### src/hw/smsp_pkg.sv
// Constants, types and codes shared by the SMBus slave register port.
// Assumes a single 200 MHz system clock; bus pins are asynchronous to it.
`default_nettype none
package smsp_pkg;

	// ****************************************
	// Register map
	// ****************************************
	localparam int unsigned NUM_REGS = 9;
	localparam logic [7:0] REG_LAST_RO = 8'h07;
	localparam logic [7:0] REG_CFG_IDX = 8'h05;
	localparam logic [7:0] REG_ADJ_IDX = 8'h08;
	localparam logic [7:0] CFG_WR_MASK = 8'hC0;
	localparam logic [7:0] ADJ_WR_MASK = 8'h7F;
	localparam logic [1:0] CFG_RST = 2'h0;
	localparam logic [6:0] ADJ_RST = 7'h00;
	localparam logic [7:0] RD_UNMAPPED = 8'h00;
	localparam logic [7:0] PTR_RST = 8'h00;

	// ****************************************
	// Slave addresses and strap
	// ****************************************
	localparam logic [6:0] ADDR_GND = 7'h2C;
	localparam logic [6:0] ADDR_OPEN = 7'h2E;
	localparam logic [6:0] ADDR_VDD = 7'h2F;
	localparam logic [1:0] STRAP_GND = 2'h0;
	localparam logic [1:0] STRAP_OPEN = 2'h1;
	localparam logic [1:0] STRAP_VDD = 2'h2;
	localparam logic [1:0] STRAP_WAIT_CYC = 2'h3;

	// ****************************************
	// Serial framing
	// ****************************************
	localparam logic [3:0] BITS_PER_BYTE = 4'h8;

	typedef enum logic [3:0] {
		ST_IDLE, ST_IGNORE, ST_ADDR, ST_ADDR_ACK, ST_CMD, ST_CMD_ACK,
		ST_WDATA, ST_WDATA_ACK, ST_RDATA, ST_RACK
	} smsp_state_e;

endpackage
`default_nettype wire

### src/hw/smsp_regbank.sv
// Nine-register bank of the slave port with a registered read port.
// Assumes one write pulse per byte from the serial engine on the same clock.
`timescale 1ns/10ps
`default_nettype none
module smsp_regbank (
	// Clock and reset
	input wire logic clk,
	input wire logic sys_rst,
	// Host write port
	input wire logic wr_en,
	input wire logic [7:0] wr_idx,
	input wire logic [7:0] wr_data,
	// Host read port
	input wire logic [7:0] rd_idx,
	output logic [7:0] rd_data,
	// Internal status, byte n at bits 8n+7..8n
	input wire logic [63:0] stat_in,
	// Control outputs
	output logic [1:0] str_unused,
	output logic [6:0] peak_adj
);
	import smsp_pkg::*;

	logic [1:0] cfg_r;
	logic [6:0] adj_r;
	logic [7:0] rd_r;
	logic [7:0] rd_nxt;

	// ****************************************
	// Writable registers
	// ****************************************
	// Only the two writable fields have storage, so a write to any other index has nowhere to land
	always_ff @(posedge clk) begin
		if (sys_rst) begin
			cfg_r <= CFG_RST;
			adj_r <= ADJ_RST;
		end else if (wr_en) begin
			if (wr_idx == REG_CFG_IDX) begin
				cfg_r <= wr_data[7:6];
			end
			if (wr_idx == REG_ADJ_IDX) begin
				adj_r <= wr_data[6:0];
			end
		end
	end

	// ****************************************
	// Read mux
	// ****************************************
	always_comb begin
		rd_nxt = RD_UNMAPPED;
		if (rd_idx <= REG_LAST_RO) begin
			rd_nxt = stat_in[{rd_idx[2:0], 3'h0} +: 8];
		end
		if (rd_idx == REG_CFG_IDX) begin
			rd_nxt = {cfg_r, rd_nxt[5:0]};
		end
		if (rd_idx == REG_ADJ_IDX) begin
			rd_nxt = {1'b0, adj_r} & ADJ_WR_MASK;
		end
	end

	always_ff @(posedge clk) begin
		if (sys_rst) begin
			rd_r <= RD_UNMAPPED;
		end else begin
			rd_r <= rd_nxt;
		end
	end

	assign rd_data = rd_r;
	assign str_unused = cfg_r;
	assign peak_adj = adj_r;
endmodule
`default_nettype wire

### src/hw/smsp_port.sv
// SMBus / I2C slave engine reaching the nine-register bank.
// Assumes scl_in, sda_in and adr_sel are asynchronous pins; the SDA wire is resolved outside from sda_oe.
`timescale 1ns/10ps
`default_nettype none
module smsp_port (
	// Clock and reset
	input wire logic clk,
	input wire logic sys_rst,
	// Bus pins
	input wire logic scl_in,
	input wire logic sda_in,
	output logic sda_out,
	output logic sda_oe,
	// Address strap, smsp_pkg::STRAP_* codes
	input wire logic [1:0] adr_sel,
	// Internal status bytes for registers 0 to 7
	input wire logic [63:0] stat_in,
	// Control outputs
	output logic [1:0] str_unused,
	output logic [6:0] peak_adj
);
	import smsp_pkg::*;

	smsp_state_e state_r;
	logic [2:0] scl_s_r;
	logic [2:0] sda_s_r;
	logic [1:0] adr_m_r;
	logic [1:0] adr_q_r;
	logic [1:0] strap_cnt_r;
	logic strap_done_r;
	logic [6:0] my_addr_r;
	logic [3:0] cnt_r;
	logic [7:0] sh_r;
	logic [7:0] ptr_r;
	logic rw_r;
	logic nack_r;
	logic oe_r;
	logic [7:0] rd_data;
	logic scl_rise;
	logic scl_fall;
	logic start_cond;
	logic stop_cond;
	logic byte_done;
	logic addr_match;
	logic wr_en;

	// ****************************************
	// Pin synchronisers and edge detect
	// ****************************************
	// Bit 0 is the metastable stage; edges are found between bits 1 and 2 only
	always_ff @(posedge clk) begin
		if (sys_rst) begin
			scl_s_r <= 3'h7;
			sda_s_r <= 3'h7;
			adr_m_r <= STRAP_GND;
			adr_q_r <= STRAP_GND;
		end else begin
			scl_s_r <= {scl_s_r[1:0], scl_in};
			sda_s_r <= {sda_s_r[1:0], sda_in};
			adr_m_r <= adr_sel;
			adr_q_r <= adr_m_r;
		end
	end

	assign scl_rise = scl_s_r[1] && !scl_s_r[2];
	assign scl_fall = !scl_s_r[1] && scl_s_r[2];
	assign start_cond = scl_s_r[1] && scl_s_r[2] && !sda_s_r[1] && sda_s_r[2];
	assign stop_cond = scl_s_r[1] && scl_s_r[2] && sda_s_r[1] && !sda_s_r[2];
	assign byte_done = cnt_r == BITS_PER_BYTE;
	assign addr_match = strap_done_r && sh_r[7:1] == my_addr_r;

	// ****************************************
	// Address strap capture
	// ****************************************
	// Caught once after the synchroniser has filled; later strap movement is ignored until reset
	always_ff @(posedge clk) begin
		if (sys_rst) begin
			strap_cnt_r <= 2'h0;
			strap_done_r <= 1'b0;
			my_addr_r <= ADDR_GND;
		end else if (!strap_done_r) begin
			if (strap_cnt_r == STRAP_WAIT_CYC) begin
				strap_done_r <= 1'b1;
				unique case (adr_q_r)
					STRAP_OPEN: my_addr_r <= ADDR_OPEN;
					STRAP_VDD: my_addr_r <= ADDR_VDD;
					default: my_addr_r <= ADDR_GND;
				endcase
			end else begin
				strap_cnt_r <= strap_cnt_r + 2'h1;
			end
		end
	end

	// ****************************************
	// Transaction state
	// ****************************************
	always_ff @(posedge clk) begin
		if (sys_rst) begin
			state_r <= ST_IDLE;
		end else if (start_cond) begin
			state_r <= ST_ADDR;
		end else if (stop_cond) begin
			state_r <= ST_IDLE;
		end else if (scl_fall) begin
			unique case (state_r)
				ST_IDLE, ST_IGNORE: state_r <= state_r;
				ST_ADDR: if (byte_done) begin
					state_r <= addr_match ? ST_ADDR_ACK : ST_IGNORE;
				end
				ST_ADDR_ACK: state_r <= rw_r ? ST_RDATA : ST_CMD;
				ST_CMD: if (byte_done) begin
					state_r <= ST_CMD_ACK;
				end
				ST_CMD_ACK: state_r <= ST_WDATA;
				ST_WDATA: if (byte_done) begin
					state_r <= ST_WDATA_ACK;
				end
				ST_WDATA_ACK: state_r <= ST_WDATA;
				ST_RDATA: if (byte_done) begin
					state_r <= ST_RACK;
				end
				ST_RACK: state_r <= nack_r ? ST_IGNORE : ST_RDATA;
				default: state_r <= ST_IDLE;
			endcase
		end
	end

	// ****************************************
	// Bit counter and shifter
	// ****************************************
	always_ff @(posedge clk) begin
		if (sys_rst) begin
			cnt_r <= 4'h0;
			sh_r <= 8'h00;
		end else if (start_cond) begin
			cnt_r <= 4'h0;
		end else if (scl_rise) begin
			if (state_r inside {ST_ADDR, ST_CMD, ST_WDATA}) begin
				cnt_r <= cnt_r + 4'h1;
				sh_r <= {sh_r[6:0], sda_s_r[1]};
			end else if (state_r == ST_RDATA) begin
				cnt_r <= cnt_r + 4'h1;
			end
		end else if (scl_fall) begin
			if ((state_r == ST_ADDR_ACK && rw_r) || (state_r == ST_RACK && !nack_r)) begin
				sh_r <= rd_data;
				cnt_r <= 4'h0;
			end else if (state_r == ST_RDATA && !byte_done) begin
				sh_r <= {sh_r[6:0], 1'b0};
			end else if (state_r inside {ST_ADDR_ACK, ST_CMD_ACK, ST_WDATA_ACK}) begin
				cnt_r <= 4'h0;
			end
		end
	end

	// ****************************************
	// Direction flag, host acknowledge
	// ****************************************
	always_ff @(posedge clk) begin
		if (sys_rst) begin
			rw_r <= 1'b0;
			nack_r <= 1'b1;
		end else begin
			if (scl_fall && state_r == ST_ADDR && byte_done) begin
				rw_r <= sh_r[0];
			end
			if (scl_rise && state_r == ST_RACK) begin
				nack_r <= sda_s_r[1];
			end
		end
	end

	// ****************************************
	// Register pointer
	// ****************************************
	// Auto-increment after each data byte gives the word forms of read and write
	always_ff @(posedge clk) begin
		if (sys_rst) begin
			ptr_r <= PTR_RST;
		end else if (scl_fall && byte_done) begin
			if (state_r == ST_CMD) begin
				ptr_r <= sh_r;
			end else if (state_r inside {ST_WDATA, ST_RDATA}) begin
				ptr_r <= ptr_r + 8'h01;
			end
		end
	end

	assign wr_en = scl_fall && state_r == ST_WDATA && byte_done;

	// ****************************************
	// SDA drive
	// ****************************************
	// Changes on SCL falling edges, about three clocks late, well inside the low period; START or STOP clears it
	always_ff @(posedge clk) begin
		if (sys_rst) begin
			oe_r <= 1'b0;
		end else if (start_cond || stop_cond) begin
			oe_r <= 1'b0;
		end else if (scl_fall) begin
			unique case (state_r)
				ST_ADDR: oe_r <= byte_done && addr_match;
				ST_CMD, ST_WDATA: oe_r <= byte_done;
				ST_ADDR_ACK: oe_r <= rw_r && !rd_data[7];
				ST_RACK: oe_r <= !nack_r && !rd_data[7];
				ST_RDATA: oe_r <= !byte_done && !sh_r[6];
				default: oe_r <= 1'b0;
			endcase
		end
	end

	assign sda_oe = oe_r;
	assign sda_out = 1'b0;

	// ****************************************
	// Register bank
	// ****************************************
	smsp_regbank u_bank (
		.clk(clk),
		.sys_rst(sys_rst),
		.wr_en(wr_en),
		.wr_idx(ptr_r),
		.wr_data(sh_r),
		.rd_idx(ptr_r),
		.rd_data(rd_data),
		.stat_in(stat_in),
		.str_unused(str_unused),
		.peak_adj(peak_adj)
	);
endmodule
`default_nettype wire

### config.mk
export PLATFORM = sky130hd
export DESIGN_NAME = smsp_port
export DESIGN_NICKNAME = d
export VERILOG_FILES = /design/src/hw/smsp_pkg.sv /design/src/hw/smsp_regbank.sv /design/src/hw/smsp_port.sv
export SDC_FILE = /design/constraint.sdc
export NUM_CORES = 1
export LEC_CHECK = 0
export CAP_MARGIN = 5
export CORE_MARGIN = 2
export CORE_UTILIZATION = 45
export CTS_CLUSTER_DIAMETER = 80
export DETAILED_ROUTE_END_ITERATION = 16
export DONT_BUFFER_PORTS = 1
export GPL_TIMING_DRIVEN = 0
export HOLD_SLACK_MARGIN = 0.12
export PLACE_DENSITY_LB_ADDON = 0.1
export SLEW_MARGIN = 30
export SYNTH_ARGS = -nofsm -noshare
export SYNTH_HDL_FRONTEND = slang
export SYNTH_HIERARCHICAL = 1
export SYNTH_SLANG_ARGS = --single-unit
### constraint.sdc
create_clock -name clk -period 2.4 [get_ports clk]
set_input_delay 0.24 -clock clk [delete_from_list [all_inputs] [get_ports clk]]
set_output_delay 0.24 -clock clk [all_outputs]
set_load 0.02 [all_outputs]
; After elaboration in Yosys (flattened, before gate mapping)
; Cells that the tools add are included.
[word_totals]
ff_bits = 64
inputBits = 70
output_inout_bits = 11
[op_classes]
addsub = 3
order_cmp = 1
n_eq_ne = 28
shift = 1
mux = 32
bitwise = 4
n_reduce_logical = 56
[op_table]
columns = operator, count
row1 = 8-bit two-way mux, 9
row2 = 64-bit by 7-bit indexed part select with 8-bit output, 1
row3 = 4-bit two-way mux, 13
row4 = 4-bit case mux with 8 select lines, 1
row5 = 1-bit logical AND, 21
row6 = "4-bit by 3-bit equality test with 1-bit output, second input constant", 4
row7 = "4-bit inequality test, second input constant", 4
row8 = 3-bit nonzero test, 5
row9 = "4-bit equality test, second input constant", 3
row10 = 6-bit AND reduction, 2
row11 = 2-bit OR reduction, 6
row12 = 2-bit AND reduction, 5
row13 = "8-bit by 1-bit adder with 8-bit output, second input constant", 1
row14 = "4-bit by 2-bit equality test with 1-bit output, second input constant", 2
row15 = "8-bit by 3-bit equality test with 1-bit output, second input constant", 1
row16 = "8-bit by 4-bit equality test with 1-bit output, second input constant", 1
row17 = "8-bit by 3-bit <= comparator with 1-bit output, second input constant", 1
row18 = 1-bit logical NOT, 8
row19 = 2-bit two-way mux, 4
row20 = "2-bit inequality test, second input constant", 4
row21 = 4-bit AND reduction, 2
row22 = 7-bit equality test, 1
row23 = 7-bit two-way mux, 1
row24 = "3-bit inequality test, second input constant", 2
row25 = other kinds (15), 23

; Logic depth before layout (Yosys ltp)
; Gate-level depths: netlist of run 1.
[logic_depth]
ltp_word = 8
mapped_depth = 10

; Modules after synthesis
; Netlist of run 1, hierarchy kept.
[by_module_without_submodules]
columns = mod, instances, cells_per_inst, area_each_um2, seq_area_each_um2
row1 = smsp_port, 1, 275, 2299.7, 840.8
row2 = smsp_regbank, 1, 90, 1152.4, 340.3

; Least setup slack after synthesis of run 1
; OpenSTA, ideal clock, no wires.
[synth_timing]
kind = register to register
start = register cnt_r[0]
end = register sh_r[6]
arrival_time_ns = 2.083
path_slack_ns = 0.237
stages_incl_launch_ff = 10
n_path_buf = 2
path_cell_list = dfxtp_1 -> inv_1 -> ha_1 -> and3b_1 -> clkbuf_1 -> or3b_4 -> a311oi_4 -> buf_6 -> nor2_1 -> a211oi_2
[synth_between]
elab_chain_cells = 5
[synth_lines]
columns = item, line_no
row1 = "start, declared", smsp_port.sv:32  ; logic [3:0] cnt_r;
row2 = "start signal, assigned", smsp_port.sv:140  ; cnt_r <= cnt_r + 4'h1;
row3 = "start signal, assigned", smsp_port.sv:143  ; cnt_r <= cnt_r + 4'h1;
row4 = 4-bit equality test, smsp_port.sv:69  ; assign byte_done = cnt_r == BITS_PER_BYTE;
row5 = 1-bit logical NOT, smsp_port.sv:149  ; end else if (state_r == ST_RDATA && !byte_done) begin
row6 = 1-bit logical AND, smsp_port.sv:149
row7 = 3-bit nonzero test (no source line), n/a
row8 = 4-bit AND reduction (no source line), n/a
row9 = "end signal, assigned", smsp_port.sv:141  ; sh_r <= {sh_r[6:0], sda_s_r[1]};
row10 = "end signal, assigned", smsp_port.sv:147  ; sh_r <= rd_data;
row11 = "end signal, assigned", smsp_port.sv:150  ; sh_r <= {sh_r[6:0], 1'b0};
row12 = "end, declared", smsp_port.sv:33  ; logic [7:0] sh_r;
; Every way passes these cells.
; A chain may end at the register's enable or synchronous reset.

; Final worst setup path of run 1
[layout_timing]
start = register scl_s_r[1]
end = register u_bank.adj_r[4], in the netlist u_bank/peak_adj[4]
[layout_between]
elab_chain_cells = 5
[layout_lines]
columns = item, line_no
row1 = "start, declared", smsp_port.sv:25  ; logic [2:0] scl_s_r;
row2 = "start signal, assigned", smsp_port.sv:58  ; scl_s_r <= {scl_s_r[1:0], scl_in};
row3 = 1-bit logical NOT, smsp_port.sv:66  ; assign scl_fall = !scl_s_r[1] && scl_s_r[2];
row4 = 1-bit logical AND, smsp_port.sv:66
row5 = named net scl_fall, smsp_port.sv:40  ; logic scl_fall;
row6 = 1-bit logical AND (2 in a row), smsp_port.sv:190  ; assign wr_en = scl_fall && state_r == ST_WDATA && byte_done;
row7 = named net wr_en, smsp_port.sv:45  ; logic wr_en;
row8 = 2-bit AND reduction (no source line), n/a
row9 = "end signal, assigned", smsp_regbank.sv:42  ; adj_r <= wr_data[6:0];
row10 = "end, declared", smsp_regbank.sv:25  ; logic [6:0] adj_r;
; The timed path passes the listed nets, and every way through them passes these cells.

==> qor.txt, run 1 <==
Core Box Area: 0.00733 mm²
row cnt: 31
top cells by area, synth: dfxtp_1 (34%), mux4_1 (6.9%), mux2i_1 (6.1%)
mux cell area share after synthesis: 0.169
Async SR Flop Fraction: 0
critical path's largest stage delay: 330 ps
CTS tree: built
clock sinks: 59
Sequential Power Share: 0.490
post-synth cell types: 60
DRC Markers: 0
CP required: 2610 ps
clock share of power: 0.422
Seq cells post-synth: 59
average cell area after synthesis: 9.46 µm²
fraction of the mapped netlist area in simple logic gates: 0.216
Critical Path End Type: flop
IO Count: 81
HP Class: in -> reg
IO Port Bufs: 0
Starting DRT DRC Count: 143
gp weighted congestion: 0.858
largest net degree at the start of global routing: 13
HPWL Detailed: 6430 µm
MaxCap Viol Count: 0
Min Hold Slack: 257 ps
minimum clock period: 2180 ps
Combinational Power Share: 0.088
Synth Area in Adders: 0.0290
CTS root buf: clkbuf_8
YS warnings: 6
critical path, cell by cell: inv_1 -> ha_1 -> clkbuf_2 -> nand2_1 -> nor3_1 -> nor2b_2 -> nand4_1 -> buf_4 -> mux2i_1 -> nor2_1
Max IR drop VDD: 0.000280 V
Clock Latency Late Sink: 340 ps
crit path DAT: 2390 ps
Post-synth top cells: dfxtp_1 (59), nor2_1 (38), a21oi_1 (23), mux2i_1 (21), nand2_1 (18)
Pre-Repair DR Iteration Count: 4
number of antenna violations at the first check in global routing: 0
total CTS buffers: 9
final hold vios: 0
fin crit share: 0.909
Final Max Slew Viols: 0
Layout Utilization: 0.524
top_reg_cell synth: dfxtp_1
leak pwr: 1.37 nW
Critical Path Start Type: flop
DIE HEIGHT: 91.6 µm
Syn Inst Count: 365
result of the run: complete, no violations
XOR/XNOR share of the synthesized area: 0.0127
DP Area: 0.00358 mm²
Post-synth EDFFs: 0
first-pass GRT wire length: 14,300 µm
Synth Net Count: 443
share of cells above drive strength 1: 0.152
Internal Pwr Total: 1.61 mW
die area: 0.00839 mm²
Yosys top cell area share: 0.342
Fmax: 0.459 GHz
Worst path top cell family by delay: simple AND/OR/NAND/NOR gates
RSZ-0062 raised after global routing: false
remaining antenna violation count after routing: 0
Tot Pwr: 2.13 mW
Synth Area in Compound Gates: 0.173
via/cell ratio: 5.82
Max-Slew Margin vs Limit: 0.516
pwr/cell area: 555 mW/mm²
routed len/inst: 17.5 µm
main combinational cell family by area after synthesis: simple AND/OR/NAND/NOR gates
setup violators final: 0
diode count: 0
Setup Skew: 5.91 ps
final instance area: 0.00384 mm²
final net count: 460
total number of vias: 2,827
clk slew on worst S/H paths: 70 ps
critical path's slowest cell: dfxtp_1
number of global-route vias before repair: 2,916
Overflow after GRT: 0
buffers plus inverters on the worst setup path: 3
Worst-Margin Slew: 721 ps
clock buffer depth: 2
most instantiated library cell after synthesis: dfxtp_1
final wirelength: 8520 µm
biggest area consumer among synthesized cells: dfxtp_1
htree depth: 3
critical path class: reg -> reg
die width: 91.6 µm
post-synthesis cell area: 0.00345 mm²
crit path max fanout: 10
Layout area overhead: 11.3%
Starting Density: 0.471
GRT Overall Usage: 0.216
NetSw: 0.522 mW
Seq/Total Area, Yosys: 0.342
switch share: 0.245
routing by layer:
metal,global-route usage,wire [µm],vias to the layer above
li1,-,-,1389
met1,0.254,3670,1336
met2,0.378,4290,94
met3,0.0622,481,8
met4,0.0644,75,0
met5,0,0,-
worst paths after layout:
| kind | start | endpoint | slack [ps] | cells past startpoint |
|---|---|---|---|---|
| worst min-delay path | stat_in[2] | u_bank/rd_data[2] | 260 | 2 |
| worst max-delay path | scl_s_r[1] | u_bank/peak_adj[4] | 220 | 10 |
| worst min register to register | scl_s_r[0] | scl_s_r[1] | 410 | 1 |
| worst max register to register | scl_s_r[1] | u_bank/peak_adj[4] | 220 | 10 |
metrics by stage:
stage | TNS, ps | worst slack [ps] | instances
6_report | 0 | 219 | 486
5_1_grt | 0 | 24.5 | 486
4_1_cts | 0 | 13.2 | 487
3_5_place_dp | -2040 | -283 | 464
3_3_place_gp | -1920 | -286 | 464
2_1_floorplan | 0 | 237 | 365
sequential cells by signal (all words and copies together), names as in the netlist, 3 cells and up:
| signal | cells |
|---|---|
| cnt_r | 4 |
| ptr_r | 8 |
| scl_s_r | 3 |
| sda_s_r | 3 |
| sh_r | 8 |
| state_r | 4 |
| u_bank/peak_adj | 7 |
| u_bank/rd_data | 8 |
area by class of cell:
type / instances / area [µm²]
fill: 685 / 3490
multi-input combinational: 267 / 2080
sequential: 59 / 1180
clock buffer: 11 / 141
buffer: 23 / 141
tap: 99 / 124
timing repair buffer: 7 / 62.6
inverter: 15 / 56.3
clock inverter: 5 / 52.6
worst register-to-register path, delay by kind of cell, from the launching register on:
kind	cells	cell delay (ps)
buffers and inverters	3	530
adder cells (fa/ha/maj)	1	220
multiplexers	1	150
AND/OR/NAND/NOR	5	830
flip-flops	1	330
kinds of logic (layout without fill, tap and decap cells):
kind of cell,count (synthesis),count (layout)
other cells,1,1
buf+inv,39,61
simple gates,132,132
mux,36,36
fa+ha+maj,8,8
flops,59,59
xor+xnor,5,5
compound gates,85,85
placed cells by master, fill, tap and decap left out, drive strengths merged, types with 12 or more instances in the layout:
| cell type | instances |
|---|---|
| inv | 15 |
| a211oi | 12 |
| a21oi | 23 |
| nor2 | 40 |
| clkbuf | 24 |
| mux2i | 21 |
| o21ai | 15 |
| dfxtp | 59 |
| nand2 | 18 |
| nor2b | 14 |
| buf | 13 |
| mux4 | 15 |
power by group through the flow:
stage | Sequential (mW) | Combinational, mW | Clock [mW]
after global routing | 1.05 | 0.212 | 0.968
after global placement | 1.07 | 0.178 | 0
after floorplan | 1.06 | 0.149 | 0
final | 1.05 | 0.188 | 0.900
after CTS | 1.05 | 0.187 | 0.927
after detailed placement | 1.07 | 0.182 | 0
repair_timing:
item                                   4_1_cts  5_1_grt
gates resized for setup                      0        7
setup endpoints to repair                    9       21
pin swaps                                    2        0
buffers inserted                             3        0
hold buffers                                 4        0
endpoints found under the hold margin        4        0
Power figures use the tool's default switching activity.
==> inputs of run 2 (changes only) <==
--- a/config.mk
+++ b/config.mk
@@ -7,7 +7,7 @@
 export LEC_CHECK = 0
 export CAP_MARGIN = 5
 export CORE_MARGIN = 2
-export CORE_UTILIZATION = 45
+export CORE_UTILIZATION = 30
 export CTS_CLUSTER_DIAMETER = 80
 export DETAILED_ROUTE_END_ITERATION = 16
 export DONT_BUFFER_PORTS = 1
==> qor.txt, run 2 (synthesis results as in run 1) <==
result of the run: complete, no violations
CP required: 2640 ps
GRT Overall Usage: 0.152
Starting Density: 0.305
worst slack, placed: -296 ps
die area: 0.0124 mm²
RSZ-0062 raised after global routing: false
Clock Latency Late Sink: 330 ps
first-pass GRT wire length: 14,900 µm
Fmax: 0.438 GHz
pwr/cell area: 633 mW/mm²
gp weighted congestion: 0.810
DIE HEIGHT: 111 µm
Pre-Repair DR Iteration Count: 4
CTS tree: built
number of global-route vias before repair: 2,830
number of antenna violations at the first check in global routing: 0
Layout Utilization: 0.352
launch point of the worst path: cnt_r[0]
Starting DRT DRC Count: 121
remaining antenna violation count after routing: 0
crit path DAT: 2530 ps
final hold vios: 0
Min Hold Slack: 260 ps
routed len/inst: 17.0 µm
Final Max Slew Viols: 0
FF/Latch Area: 0.00118 mm²
Reg2Reg Depth: 8
htree depth: 3
Worst-Margin Slew: 633 ps
IO Port Bufs: 0
Critical Path Start Type: flop
IO Count: 81
via/cell ratio: 5.33
setup violators final: 0
R2R setup slack: 110 ps
final wirelength: 8960 µm
Layout Cells excl Fill: 528
clk slew on worst S/H paths: 50 ps
RR Startpoint: cnt_r[0]
Setup Skew: 7.99 ps
total CTS buffers: 9
HPWL Detailed: 6810 µm
commonest non-fill, non-tap cell in the layout: dfxtp_1
Placed Instances: 508
CTS root buf: clkbuf_16
Max-Slew Margin vs Limit: 0.575
die width: 111 µm
leak pwr: 1.42 nW
clock sinks: 59
final net count: 459
setup ws final: 115 ps
row cnt: 39
Critical Path End Type: flop
MaxCap Viol Count: 0
share of cells above drive strength 1: 0.143
Overflow after GRT: 0
fin crit share: 0.952
diode count: 0
Max IR drop VDD: 0.000318 V
critical path class: reg -> reg
FF-to-FF End: sh_r[7]
minimum clock period: 2290 ps
Layout fillers: 1,175
most frequent cells in the layout: dfxtp_1 (59), nor2_1 (38), a21oi_1 (23)
clock buffer depth: 2
Layout area overhead: 15.6%
multi-input logic area: 0.00208 mm²
hold depth: 4
worst setup path endpoint: sh_r[7]
HP Class: in -> reg
DRC Markers: 0
crit path max fanout: 10
total number of vias: 2,815
Core Box Area: 0.0113 mm²
largest net degree at the start of global routing: 13
run 2: changes by cell type in the layout (fill, tap and decap cells not counted), sizes merged:
cell	before	now
buf	13	12
clkinv	3	1
clkinvlp	1	0
clkbuf	24	26
run 2: worst min path at each step:
| stage | from | end | slack [ps] |
|---|---|---|---|
| after floorplan | scl_in | scl_s_r[0] | 340 |
| after global placement | scl_in | scl_s_r[0] | 350 |
| after detailed placement | scl_in | scl_s_r[0] | 350 |
| after CTS | stat_in[38] | u_bank/rd_data[6] | 260 |
| after global routing | stat_in[4] | u_bank/rd_data[4] | 290 |
| final | stat_in[38] | u_bank/rd_data[6] | 260 |
run 2: stage by stage:
step                cell area (µm²)  power [mW]  TNS, ps
CTS                            3980        2.55        0
global route                   3990        2.64        0
finish                         3990        2.53        0
floorplan                      3450        1.21        0
detailed placement             3630        1.25    -2060
global placement               3630        1.25    -2210
run 2: repair_timing:
action,CTS,global route
hold buffers,4,0
endpoints found under the setup margin,9,18
gates resized for setup,0,6
hold endpoints to repair,4,0
buffers inserted,2,0
pin swaps,2,0
run 2: area by class of cell:
cell class	instances	area share
multi-input combinational	267	0.522
sequential	59	0.296
clock buffer	13	0.0652
tap	143	0.0448
buffer	23	0.0354
inverter	15	0.0141
timing repair buffer	6	0.0138
clock inverter	2	0.00878
run 2: routing by layer:
| metal | share of wire | GRT usage | wire length (µm) | up-vias |
|---|---|---|---|---|
| met5 | 0 | 0 | 0 | - |
| met4 | 0.0095 | 0.0395 | 85 | 0 |
| met3 | 0.052 | 0.0448 | 469 | 8 |
| met2 | 0.48 | 0.252 | 4260 | 90 |
| met1 | 0.46 | 0.193 | 4150 | 1329 |
| li1 | - | - | - | 1388 |
run 2: report_power, final:
group	total [mW]	internal (mW)	switching, mW
logic	0.189	0.0904	0.0985
registers	1.05	1.02	0.0256
clock network	1.29	0.852	0.438
run 2: worst max-delay path: stages (launching register included):
cell,delay [ps]
dfxtp_1,380
inv_1,60
ha_1,190
and3b_2,280
or3b_4,400
a311oi_4,410
buf_6,210
nor2_1,60
a211oi_2,190
